===== config.mk =====
export PLATFORM = sky130hd
export DESIGN_NAME = gpio_pullup_pin_select
export DESIGN_NICKNAME = d
export VERILOG_FILES = /design/src/core/gpio_pullup_pin_select_pkg.sv /design/src/core/gpio_pullup_pin_select.sv
export SDC_FILE = /design/constraint.sdc
export NUM_CORES = 1
export LEC_CHECK = 0
export BUFFER_PORTS_ARGS = -buffer_cell sky130_fd_sc_hd__buf_2
export CAP_MARGIN = 10
export CORE_ASPECT_RATIO = 2
export CORE_MARGIN = 2
export CORE_UTILIZATION = 29
export CTS_CLUSTER_DIAMETER = 40
export CTS_CLUSTER_SIZE = 24
export DETAILED_ROUTE_END_ITERATION = 12
export HOLD_SLACK_MARGIN = 0.1
export PLACE_DENSITY = 0.63
export SKIP_CTS_REPAIR_TIMING = 1
export SLEW_MARGIN = 30
export SYNTH_ARGS = -nofsm -noshare
export SYNTH_HDL_FRONTEND = slang
export SYNTH_SLANG_ARGS = --single-unit

===== constraint.sdc =====
create_clock -name core_clk -period 3.34 [get_ports core_clk]
set_input_delay 0.501 -clock core_clk [delete_from_list [all_inputs] [get_ports core_clk]]
set_output_delay 0.501 -clock core_clk [all_outputs]
set_load 0.05 [all_outputs]

===== src/core/gpio_pullup_pin_select_pkg.sv =====
// Purpose: Shared constants for the two-port pin function and pull-up block.
// Assumes: Byte addresses on a 32-bit AXI4-Lite bus, one aligned word per register.
// Notes: Each register holds up to 8 bits in the low lane; upper bits read as zero.
// How it works
// Pull-up bit 1 enables pull-up only while that pin's direction is input.
// Pull-up bits 7 and 6 read 0; all pull-up bits reset to 0.
// Pins 7 and 6: direction 0 input; else drive-type picks push-pull or open-drain.
// Wake-up mode bit forces input on pins 5 to 0; pin 5 also triggers converter.
// Nonzero timer output select owns port 7 pin 6 function and direction.
// Port 7 pins 5 and 4 always feed the timer inputs.
// Port 7 direction is write-only; bits 6 to 4 pick output, reset 0.
// Port 7 data holds output values for output pins; resets to 0.
// Port 7 data read gives stored bit if output, pin level if input.
// Port 7 data bits 7 and 3 to 0 read 1 and ignore writes.
// Port 5 mode resets 0; bits 7,6 open-drain, bits 5 to 0 wake-up.
// Port 5 data read gives stored bit if output, pin level if input.
// Open-drain output pulls low for data 0 and floats for data 1.
package gpio_pullup_pin_select_pkg;

    // Register byte offsets.
    localparam logic [7:0] OFS_P5_MODE = 8'h00;
    localparam logic [7:0] OFS_P5_DIR = 8'h04;
    localparam logic [7:0] OFS_P5_DATA = 8'h08;
    localparam logic [7:0] OFS_P5_PULLUP = 8'h0C;
    localparam logic [7:0] OFS_P7_DIR = 8'h10;
    localparam logic [7:0] OFS_P7_DATA = 8'h14;

    // Reset values.
    localparam logic [7:0] RST_P5_MODE = 8'h00;
    localparam logic [7:0] RST_P5_DIR = 8'h00;
    localparam logic [7:0] RST_P5_DATA = 8'h00;
    localparam logic [5:0] RST_P5_PULLUP = 6'h00;
    localparam logic [2:0] RST_P7_DIR = 3'h0;
    localparam logic [2:0] RST_P7_DATA = 3'h0;

    // Field positions and fixed read patterns.
    localparam int P7_LO = 4;
    localparam int P7_TIMER_OUT_BIT = 6;
    localparam int P7_TIMER_CLK_BIT = 5;
    localparam int P7_TIMER_RST_BIT = 4;
    localparam int P5_TRIGGER_BIT = 5;
    localparam logic [7:0] P7_DATA_RESERVED_ONES = 8'h8F;
    localparam logic [3:0] TIMER_SELECT_PORT = 4'h0;

    // AXI responses.
    localparam logic [1:0] RESP_OKAY = 2'h0;
    localparam logic [1:0] RESP_SLVERR = 2'h2;

endpackage


===== src/core/gpio_pullup_pin_select.sv =====
// Purpose: Pin function selection, pull-up control and port registers for an 8-pin and a 3-pin port.
// Assumes: Pin inputs are synchronous to core_clk; the pad resolves levels from the enables.
// Notes: Pin drive outputs are registered, so a register write reaches the pins one cycle later.
//
// Added by the designer: the address map and the AXI4-Lite interface to the registers.
`timescale 1ns/1ps
module gpio_pullup_pin_select
    import gpio_pullup_pin_select_pkg::*;
#(
    parameter int ADDR_W = 8
) (
    // Clock and reset.
    input wire logic core_clk,
    input wire logic rst,
    // AXI4-Lite write address and data.
    input wire logic [ADDR_W-1:0] s_axi_awaddr,
    input wire logic s_axi_awvalid,
    output logic s_axi_awready,
    input wire logic [31:0] s_axi_wdata,
    input wire logic [3:0] s_axi_wstrb,
    input wire logic s_axi_wvalid,
    output logic s_axi_wready,
    // AXI4-Lite write response.
    output logic [1:0] s_axi_bresp,
    output logic s_axi_bvalid,
    input wire logic s_axi_bready,
    // AXI4-Lite read.
    input wire logic [ADDR_W-1:0] s_axi_araddr,
    input wire logic s_axi_arvalid,
    output logic s_axi_arready,
    output logic [31:0] s_axi_rdata,
    output logic [1:0] s_axi_rresp,
    output logic s_axi_rvalid,
    input wire logic s_axi_rready,
    // Port 5 pins.
    input wire logic [7:0] p5_pin_in,
    output logic [7:0] p5_pin_out,
    output logic [7:0] p5_pin_oe,
    output logic [5:0] p5_pullup_en,
    // Wake-up and converter trigger, active low like the pins.
    output logic [5:0] wakeup_input_n,
    output logic converter_trigger_input_n,
    // Port 7 pins, bits 6 to 4.
    input wire logic [6:4] p7_pin_in,
    output logic [6:4] p7_pin_out,
    output logic [6:4] p7_pin_oe,
    // Timer side.
    input wire logic [3:0] timer_output_select,
    input wire logic timer_output_value,
    output logic timer_clock_input_pin,
    output logic timer_reset_input_pin
);

    // Bus state.
    logic aw_held_q, aw_held_d, w_held_q, w_held_d;
    logic [ADDR_W-1:0] wr_addr_q, wr_addr_d, rd_addr_q, rd_addr_d;
    logic [7:0] wr_data_q, wr_data_d;
    logic wr_lane_q, wr_lane_d;
    logic awready_d, wready_d, bvalid_d, arready_d, rvalid_d;
    logic [1:0] bresp_d, rresp_d;
    logic [31:0] rdata_d;
    logic do_write;

    // Register state.
    logic [7:0] p5_mode_q, p5_mode_d, p5_dir_q, p5_dir_d, p5_data_q, p5_data_d;
    logic [5:0] p5_pullup_q, p5_pullup_d;
    logic [6:4] p7_dir_q, p7_dir_d, p7_data_q, p7_data_d;

    // Pin state.
    logic [7:0] p5_out_d, p5_oe_d;
    logic [5:0] pullup_d, wakeup_d;
    logic trigger_d, tclk_d, trst_d;
    logic [6:4] p7_out_d, p7_oe_d;

    // Returns whether an address hits one of the mapped words.
    function automatic logic addr_known(input logic [ADDR_W-1:0] a);
        logic [7:0] b;
        b = 8'(a);
        addr_known = (b == OFS_P5_MODE) || (b == OFS_P5_DIR) || (b == OFS_P5_DATA) ||
            (b == OFS_P5_PULLUP) || (b == OFS_P7_DIR) || (b == OFS_P7_DATA);
    endfunction

    // Read value of a word; direction registers are write-only and read as zero.
    function automatic logic [31:0] read_word(input logic [ADDR_W-1:0] a);
        logic [7:0] b;
        logic [7:0] v;
        b = 8'(a);
        v = 8'h00;
        if (b == OFS_P5_MODE) begin
            v = p5_mode_q;
        end else if (b == OFS_P5_DATA) begin
            // Stored or pin level.
            v = (p5_dir_q & p5_data_q) | (~p5_dir_q & p5_pin_in);
        end else if (b == OFS_P5_PULLUP) begin
            // Top bits read zero.
            v = {2'b00, p5_pullup_q};
        end else if (b == OFS_P7_DATA) begin
            // Stored or pin level.
            // Reserved bits read one.
            v = P7_DATA_RESERVED_ONES;
            v[6:4] = (p7_dir_q & p7_data_q) | (~p7_dir_q & p7_pin_in);
        end
        read_word = {24'h000000, v};
    endfunction

    // Write waits until both address and data are held, so they may arrive in either order.
    always_comb begin
        do_write = aw_held_q && w_held_q && !s_axi_bvalid;
        aw_held_d = aw_held_q;
        w_held_d = w_held_q;
        wr_addr_d = wr_addr_q;
        wr_data_d = wr_data_q;
        wr_lane_d = wr_lane_q;
        bvalid_d = s_axi_bvalid;
        bresp_d = s_axi_bresp;
        if (s_axi_awvalid && s_axi_awready) begin
            aw_held_d = 1'b1;
            wr_addr_d = s_axi_awaddr;
        end
        if (s_axi_wvalid && s_axi_wready) begin
            w_held_d = 1'b1;
            wr_data_d = s_axi_wdata[7:0];
            wr_lane_d = s_axi_wstrb[0];
        end
        if (s_axi_bvalid && s_axi_bready) begin
            bvalid_d = 1'b0;
        end
        if (do_write) begin
            aw_held_d = 1'b0;
            w_held_d = 1'b0;
            bvalid_d = 1'b1;
            bresp_d = addr_known(wr_addr_q) ? RESP_OKAY : RESP_SLVERR;
        end
        awready_d = !aw_held_d && !bvalid_d;
        wready_d = !w_held_d && !bvalid_d;
        // One read in flight; the word is sampled at the address handshake.
        rvalid_d = s_axi_rvalid;
        rdata_d = s_axi_rdata;
        rresp_d = s_axi_rresp;
        rd_addr_d = rd_addr_q;
        if (s_axi_rvalid && s_axi_rready) begin
            rvalid_d = 1'b0;
        end
        if (s_axi_arvalid && s_axi_arready) begin
            rvalid_d = 1'b1;
            rd_addr_d = s_axi_araddr;
            rdata_d = read_word(s_axi_araddr);
            rresp_d = addr_known(s_axi_araddr) ? RESP_OKAY : RESP_SLVERR;
        end
        arready_d = !rvalid_d;
    end

    // Bus registers.
    always_ff @(posedge core_clk) begin
        if (rst) begin
            aw_held_q <= 1'b0;
            w_held_q <= 1'b0;
            wr_addr_q <= '0;
            wr_data_q <= 8'h00;
            wr_lane_q <= 1'b0;
            rd_addr_q <= '0;
            s_axi_awready <= 1'b0;
            s_axi_wready <= 1'b0;
            s_axi_bvalid <= 1'b0;
            s_axi_bresp <= RESP_OKAY;
            s_axi_arready <= 1'b0;
            s_axi_rvalid <= 1'b0;
            s_axi_rdata <= 32'h00000000;
            s_axi_rresp <= RESP_OKAY;
        end else begin
            aw_held_q <= aw_held_d;
            w_held_q <= w_held_d;
            wr_addr_q <= wr_addr_d;
            wr_data_q <= wr_data_d;
            wr_lane_q <= wr_lane_d;
            rd_addr_q <= rd_addr_d;
            s_axi_awready <= awready_d;
            s_axi_wready <= wready_d;
            s_axi_bvalid <= bvalid_d;
            s_axi_bresp <= bresp_d;
            s_axi_arready <= arready_d;
            s_axi_rvalid <= rvalid_d;
            s_axi_rdata <= rdata_d;
            s_axi_rresp <= rresp_d;
        end
    end

    // Register updates; a cleared low byte strobe leaves every register unchanged.
    always_comb begin
        p5_mode_d = p5_mode_q;
        p5_dir_d = p5_dir_q;
        p5_data_d = p5_data_q;
        p5_pullup_d = p5_pullup_q;
        p7_dir_d = p7_dir_q;
        p7_data_d = p7_data_q;
        if (do_write && wr_lane_q) begin
            if (8'(wr_addr_q) == OFS_P5_MODE) begin
                p5_mode_d = wr_data_q;
            end else if (8'(wr_addr_q) == OFS_P5_DIR) begin
                p5_dir_d = wr_data_q;
            end else if (8'(wr_addr_q) == OFS_P5_DATA) begin
                p5_data_d = wr_data_q;
            end else if (8'(wr_addr_q) == OFS_P5_PULLUP) begin
                p5_pullup_d = wr_data_q[5:0];
            end else if (8'(wr_addr_q) == OFS_P7_DIR) begin
                // Only bits 6 to 4 stored.
                p7_dir_d = wr_data_q[6:4];
            end else if (8'(wr_addr_q) == OFS_P7_DATA) begin
                // Reserved bits not stored.
                p7_data_d = wr_data_q[6:4];
            end
        end
    end

    // Register file state; everything comes out of reset cleared.
    always_ff @(posedge core_clk) begin
        if (rst) begin
            // Mode reset value.
            p5_mode_q <= RST_P5_MODE;
            p5_dir_q <= RST_P5_DIR;
            p5_data_q <= RST_P5_DATA;
            // Pull-ups reset off.
            p5_pullup_q <= RST_P5_PULLUP;
            p7_dir_q <= RST_P7_DIR;
            // Data reset value.
            p7_data_q <= RST_P7_DATA;
        end else begin
            p5_mode_q <= p5_mode_d;
            p5_dir_q <= p5_dir_d;
            p5_data_q <= p5_data_d;
            p5_pullup_q <= p5_pullup_d;
            p7_dir_q <= p7_dir_d;
            p7_data_q <= p7_data_d;
        end
    end

    // Pin function decode for both ports.
    always_comb begin
        // Pull-up gated by input direction.
        pullup_d = p5_pullup_q & ~p5_dir_q[5:0];
        // Drive type on the two top pins.
        // Open-drain drives only a low.
        for (int i = 6; i < 8; i++) begin
            p5_oe_d[i] = p5_dir_q[i] && (!p5_mode_q[i] || !p5_data_q[i]);
            p5_out_d[i] = p5_mode_q[i] ? 1'b0 : p5_data_q[i];
        end
        // Wake-up mode forces input.
        for (int i = 0; i < 6; i++) begin
            p5_oe_d[i] = p5_dir_q[i] && !p5_mode_q[i];
            p5_out_d[i] = p5_data_q[i];
            wakeup_d[i] = p5_mode_q[i] ? p5_pin_in[i] : 1'b1;
        end
        trigger_d = p5_mode_q[P5_TRIGGER_BIT] ? p5_pin_in[P5_TRIGGER_BIT] : 1'b1;
        // Stored data onto output pins.
        p7_oe_d = p7_dir_q;
        p7_out_d = p7_data_q;
        // Timer select has priority.
        if (timer_output_select != TIMER_SELECT_PORT) begin
            p7_oe_d[P7_TIMER_OUT_BIT] = 1'b1;
            p7_out_d[P7_TIMER_OUT_BIT] = timer_output_value;
        end
        // Timer inputs always fed.
        tclk_d = p7_pin_in[P7_TIMER_CLK_BIT];
        trst_d = p7_pin_in[P7_TIMER_RST_BIT];
    end

    // Pin registers; all pins come out of reset as undriven inputs.
    always_ff @(posedge core_clk) begin
        if (rst) begin
            p5_pin_out <= 8'h00;
            p5_pin_oe <= 8'h00;
            p5_pullup_en <= 6'h00;
            wakeup_input_n <= 6'h3F;
            converter_trigger_input_n <= 1'b1;
            p7_pin_out <= 3'h0;
            p7_pin_oe <= 3'h0;
            timer_clock_input_pin <= 1'b0;
            timer_reset_input_pin <= 1'b0;
        end else begin
            p5_pin_out <= p5_out_d;
            p5_pin_oe <= p5_oe_d;
            p5_pullup_en <= pullup_d;
            wakeup_input_n <= wakeup_d;
            converter_trigger_input_n <= trigger_d;
            p7_pin_out <= p7_out_d;
            p7_pin_oe <= p7_oe_d;
            timer_clock_input_pin <= tclk_d;
            timer_reset_input_pin <= trst_d;
        end
    end
endmodule


==> impl_metrics.prom <==
# TYPE chip_impl_metric gauge
chip_impl_metric{name="path_clk_slew",unit="ns"} 0.07
chip_impl_info{name="crit_slowest_cell",value="sky130_fd_sc_hd__nand4_1"} 1
chip_impl_metric{name="area.growth.synth_to_final",unit="%"} 20.0
chip_impl_metric{name="power.ir.vdd_worst",unit="mV"} 0.221
chip_impl_metric{name="detail_route.wl_per_cell",unit="microns"} 13.9
chip_impl_metric{name="clock_tree.htree_level_count",unit=""} 3
chip_impl_metric{name="pre_cts_ws",unit="ns"} 1.15
chip_impl_metric{name="placed_cells_incl_taps",unit=""} 707
chip_impl_info{name="grt_setup_unrepaired",value="false"} 1
chip_impl_metric{name="min_period",unit="ns"} 2.11
chip_impl_metric{name="firstDrtPassIters",unit=""} 4
chip_impl_metric{name="cp_data_required_time",unit="ns"} 3.53
chip_impl_metric{name="synth_seq_cells",unit=""} 106
chip_impl_metric{name="place.detailed.hpwl",unit="microns"} 7630
chip_impl_metric{name="std_cell_rows",unit=""} 61
chip_impl_metric{name="first_global_vias",unit=""} 3156
chip_impl_metric{name="synth_sequential_area_ratio",unit="%"} 51.3
chip_impl_metric{name="first_iter_violations",unit=""} 148
chip_impl_metric{name="total_power",unit="mW"} 2.57
chip_impl_metric{name="total_area_of_multi_input_combinational_cells",unit="sq mm"} 0.00179
chip_impl_metric{name="clock_insertion_delay_worst_skew",unit="ns"} 0.34
chip_impl_metric{name="insertedDiodeCount",unit=""} 0
chip_impl_metric{name="die_height",unit="microns"} 173
chip_impl_metric{name="timing.final.max_slew_violations",unit=""} 0
chip_impl_metric{name="count_of_placed_standard_cells_in_the_final_layout_fillers_left_out",unit=""} 723
chip_impl_metric{name="grt_start_max_net_pins",unit=""} 43
chip_impl_metric{name="yosys_warnings",unit=""} 0
chip_impl_metric{name="clk_sink_count",unit=""} 106
chip_impl_metric{name="max_clock_freq",unit="MHz"} 475
chip_impl_info{name="crit_chain",value="nor4_2, nand4_1, nand3b_1, o21ai_0"} 1
chip_impl_metric{name="synth_cell_type_count",unit=""} 39
chip_impl_metric{name="cts_buffer_count",unit=""} 9
chip_impl_metric{name="fin_nets",unit=""} 604
chip_impl_metric{name="max-cap-violations",unit=""} 0
chip_impl_info{name="worst_setup_sp_type",value="flop"} 1
chip_impl_metric{name="ioPinCount",unit=""} 153
chip_impl_metric{name="finalWirelength",unit="microns"} 10000
chip_impl_metric{name="timing.final.setup_violations",unit=""} 0
chip_impl_metric{name="finClkSkew",unit="ns"} 0.00574
chip_impl_metric{name="synth.top_cell.area_share",unit="%"} 51.3
chip_impl_metric{name="via_count",unit=""} 3223
chip_impl_metric{name="count_of_port_buffers_added_during_placement",unit=""} 99
chip_impl_metric{name="grt_pass1_wl",unit="microns"} 15500
chip_impl_info{name="synth_top_cell_by_area",value="sky130_fd_sc_hd__dfxtp_1"} 1
chip_impl_metric{name="data_arrival_time_of_the_worst_path",unit="ns"} 2.30
chip_impl_info{name="cts.root.buffer_cell",value="sky130_fd_sc_hd__clkbuf_16"} 1
chip_impl_info{name="endpoint_kind",value="flop"} 1
chip_impl_metric{name="synthCells",unit=""} 442
chip_impl_metric{name="timing.max_slew.rel_slack",unit="%"} 47.5
chip_impl_metric{name="final.setup.tns",unit="ns"} 0
chip_impl_metric{name="starting_density_of_the_core",unit="%"} 29.6
chip_impl_metric{name="post_route_fraction_of_the_period_consumed_by_the_critical_path",unit="%"} 63.0
chip_impl_metric{name="floorplan.core_area",unit="sq mm"} 0.0140
chip_impl_metric{name="globalRoute.totalOverflow",unit=""} 0
chip_impl_metric{name="timing.critical_path.fanout_max",unit=""} 16
chip_impl_info{name="setup.worst_path.class",value="flop to flop"} 1
chip_impl_metric{name="track_usage",unit="%"} 13.2
chip_impl_metric{name="pwr_density_cell",unit="mW/mm^2"} 518
chip_impl_metric{name="static-leakage-power",unit="nW"} 2.10
chip_impl_metric{name="ant_nets",unit=""} 0
chip_impl_info{name="synth.top_cells.by_area",value="sky130_fd_sc_hd__dfxtp_1 (51%), sky130_fd_sc_hd__mux2i_1 (8.5%), sky130_fd_sc_hd__nand2_1 (5.2%)"} 1
chip_impl_metric{name="syn_area_per_cell",unit="sq um"} 9.37
chip_impl_metric{name="drc",unit=""} 0
chip_impl_metric{name="floorplan.die_area",unit="sq mm"} 0.0153
chip_impl_metric{name="max_stage_delay",unit="ns"} 0.70
chip_impl_metric{name="routabilityCongestion",unit=""} 0.791
chip_impl_info{name="worst_min_path_class",value="input port to flop"} 1
chip_impl_metric{name="grt_antenna_before_repair",unit=""} 0
chip_impl_metric{name="finalWorstSetupSlack",unit="ns"} 1.23
chip_impl_metric{name="hold_viol",unit=""} 0
chip_impl_metric{name="final-seq-area",unit="sq mm"} 0.00212
chip_impl_metric{name="route.detailed.vias_per_inst",unit=""} 4.46
chip_impl_info{name="tritoncts_clock_tree",value="yes"} 1
chip_impl_metric{name="cts-root-to-sink-buffers",unit=""} 2
chip_impl_metric{name="filler_cell_count",unit=""} 1436
chip_impl_metric{name="horizontal_die_dimension",unit="microns"} 88.5
chip_impl_metric{name="layout-drive-gt1-share",unit="%"} 22.7
chip_impl_info{name="run_status",value="finished, final reports clean"} 1
chip_impl_metric{name="worst_slew_pin_slew",unit="ns"} 0.785
chip_impl_metric{name="post_synthesis_instance_area",unit="sq mm"} 0.00414
-- report_power, final --
group | total, mW | switching, mW | internal (mW)
logic | 0.267 | 0.196 | 0.0706
registers | 1.30 | 0.0160 | 1.29
clock network | 1.00 | 0.471 | 0.531
total | 2.57 | 0.684 | 1.89
-- path summary, 6_finish.rpt --
check	startpoint	cells after the start	end	slack (ns)
worst max-delay path	wr_addr_q[4]	4	p5_data_q[7]	1.23
worst min-delay path	p5_pin_in[1]	2	wakeup_input_n[1]	0.36
worst max register to register	wr_addr_q[4]	4	p5_data_q[7]	1.23
worst min register to register	p5_mode_q[2]	1	wakeup_input_n[2]	0.43
-- synthesized netlist by cell type --
cell,count
sky130_fd_sc_hd__nand4b_1,2
sky130_fd_sc_hd__nor2_1,21
sky130_fd_sc_hd__or2_1,1
sky130_fd_sc_hd__nor3_1,10
sky130_fd_sc_hd__o211ai_1,3
sky130_fd_sc_hd__and2_1,5
sky130_fd_sc_hd__and4_1,1
sky130_fd_sc_hd__nand2b_1,32
sky130_fd_sc_hd__inv_1,5
sky130_fd_sc_hd__or4_4,1
sky130_fd_sc_hd__a211o_1,1
sky130_fd_sc_hd__a311oi_1,1
sky130_fd_sc_hd__a21oi_1,28
sky130_fd_sc_hd__nand4_1,2
sky130_fd_sc_hd__nor4_1,3
sky130_fd_sc_hd__mux2i_1,35
sky130_fd_sc_hd__nand3b_1,11
sky130_fd_sc_hd__nor2b_1,13
sky130_fd_sc_hd__buf_2,6
sky130_fd_sc_hd__o21ai_0,16
sky130_fd_sc_hd__dfxtp_1,106
sky130_fd_sc_hd__o22ai_1,6
sky130_fd_sc_hd__or4_1,1
sky130_fd_sc_hd__or2b_1,1
sky130_fd_sc_hd__a221oi_1,2
sky130_fd_sc_hd__nor3b_1,14
sky130_fd_sc_hd__buf_4,27
sky130_fd_sc_hd__or3_1,1
sky130_fd_sc_hd__o21bai_1,1
sky130_fd_sc_hd__conb_1,1
sky130_fd_sc_hd__nand3_1,1
sky130_fd_sc_hd__o2111ai_1,1
sky130_fd_sc_hd__a2111o_1,1
sky130_fd_sc_hd__clkbuf_1,18
sky130_fd_sc_hd__a211oi_1,2
sky130_fd_sc_hd__nand2_1,57
sky130_fd_sc_hd__or2_2,2
sky130_fd_sc_hd__and3b_1,2
sky130_fd_sc_hd__nor4_2,1
-- kinds of logic (layout without fill, tap and decap cells) --
family          count (synthesis)  in the layout  synth area share, %
simple gates                  182            182                 23.8
mux                            35             35                 8.46
flops                         106            106                 51.3
other cells                     1             26               0.0906
buf+inv                        56            123                 7.71
compound gates                 62             62                 8.64
-- cell type report --
type / count / area share, %
flip-flops and latches: 106 / 42.7
multi-input cells: 305 / 36.1
repair buffers: 102 / 10.4
clock buffers: 11 / 4.89
well taps: 189 / 4.76
clock inverters: 5 / 0.755
inverters: 5 / 0.378
-- metrics by stage --
stage          util, %  hold slack [ns]  area (sq um)
2_1_floorplan        -            0.385          4230
6_report          35.6            0.363          4970
5_1_grt           35.6            0.371          4970
3_3_place_gp      33.6            0.401          4690
4_1_cts           35.6            0.353          4970
3_5_place_dp      33.6            0.413          4690
-- routing by layer --
metal  global-route usage [%]  vias up  wire length (microns)
met5                        0        -                      0
met1                     14.0     1490                   3810
met2                     23.7      102                   5360
met3                     3.15       15                    596
li1                         -     1616                      -
met4                     6.06        0                    261
-- worst max-delay path: cells and delay by family, from the launching register on --
family	cells	cell delay, ns
AO/OA/AOI/OAI	1	0.12
flip-flops	1	0.37
AND/OR/NAND/NOR	3	1.46
-- cell usage in the layout (no fill, tap or decap), types with 2 or more instances in the layout --
| cell | count |
|---|---|
| sky130_fd_sc_hd__clkbuf_16 | 9 |
| sky130_fd_sc_hd__or2_2 | 2 |
| sky130_fd_sc_hd__o211ai_1 | 3 |
| sky130_fd_sc_hd__nor3_1 | 10 |
| sky130_fd_sc_hd__and3b_1 | 2 |
| sky130_fd_sc_hd__a211oi_1 | 2 |
| sky130_fd_sc_hd__nand4_1 | 2 |
| sky130_fd_sc_hd__a21oi_1 | 28 |
| sky130_fd_sc_hd__nand2_1 | 57 |
| sky130_fd_sc_hd__nor2b_1 | 13 |
| sky130_fd_sc_hd__mux2i_1 | 35 |
| sky130_fd_sc_hd__o21ai_0 | 16 |
| sky130_fd_sc_hd__and2_1 | 5 |
| sky130_fd_sc_hd__a221oi_1 | 2 |
| sky130_fd_sc_hd__nand3b_1 | 11 |
| sky130_fd_sc_hd__nor4_1 | 3 |
| sky130_fd_sc_hd__nor2_1 | 21 |
| sky130_fd_sc_hd__inv_6 | 2 |
| sky130_fd_sc_hd__conb_1 | 26 |
| sky130_fd_sc_hd__nor3b_1 | 14 |
| sky130_fd_sc_hd__nand4b_1 | 2 |
| sky130_fd_sc_hd__clkinvlp_4 | 2 |
| sky130_fd_sc_hd__inv_1 | 5 |
| sky130_fd_sc_hd__dfxtp_1 | 106 |
| sky130_fd_sc_hd__o22ai_1 | 6 |
| sky130_fd_sc_hd__buf_4 | 3 |
| sky130_fd_sc_hd__nand2b_1 | 32 |
| sky130_fd_sc_hd__buf_2 | 99 |
-- state kept, by name (all words and copies together) (netlist names), 3 cells and up --
signal / count
p5_data_q: 8
p5_dir_q: 8
p5_mode_q: 8
p5_pin_oe: 8
p5_pin_out: 8
s_axi_rdata: 8
wr_addr_q: 8
wr_data_q: 8
p5_pullup_en: 6
p5_pullup_q: 6
wakeup_input_n: 6
p7_data_q: 3
p7_dir_q: 3
p7_pin_oe: 3
p7_pin_out: 3
No activity file was read; power rests on OpenSTA's default activity.
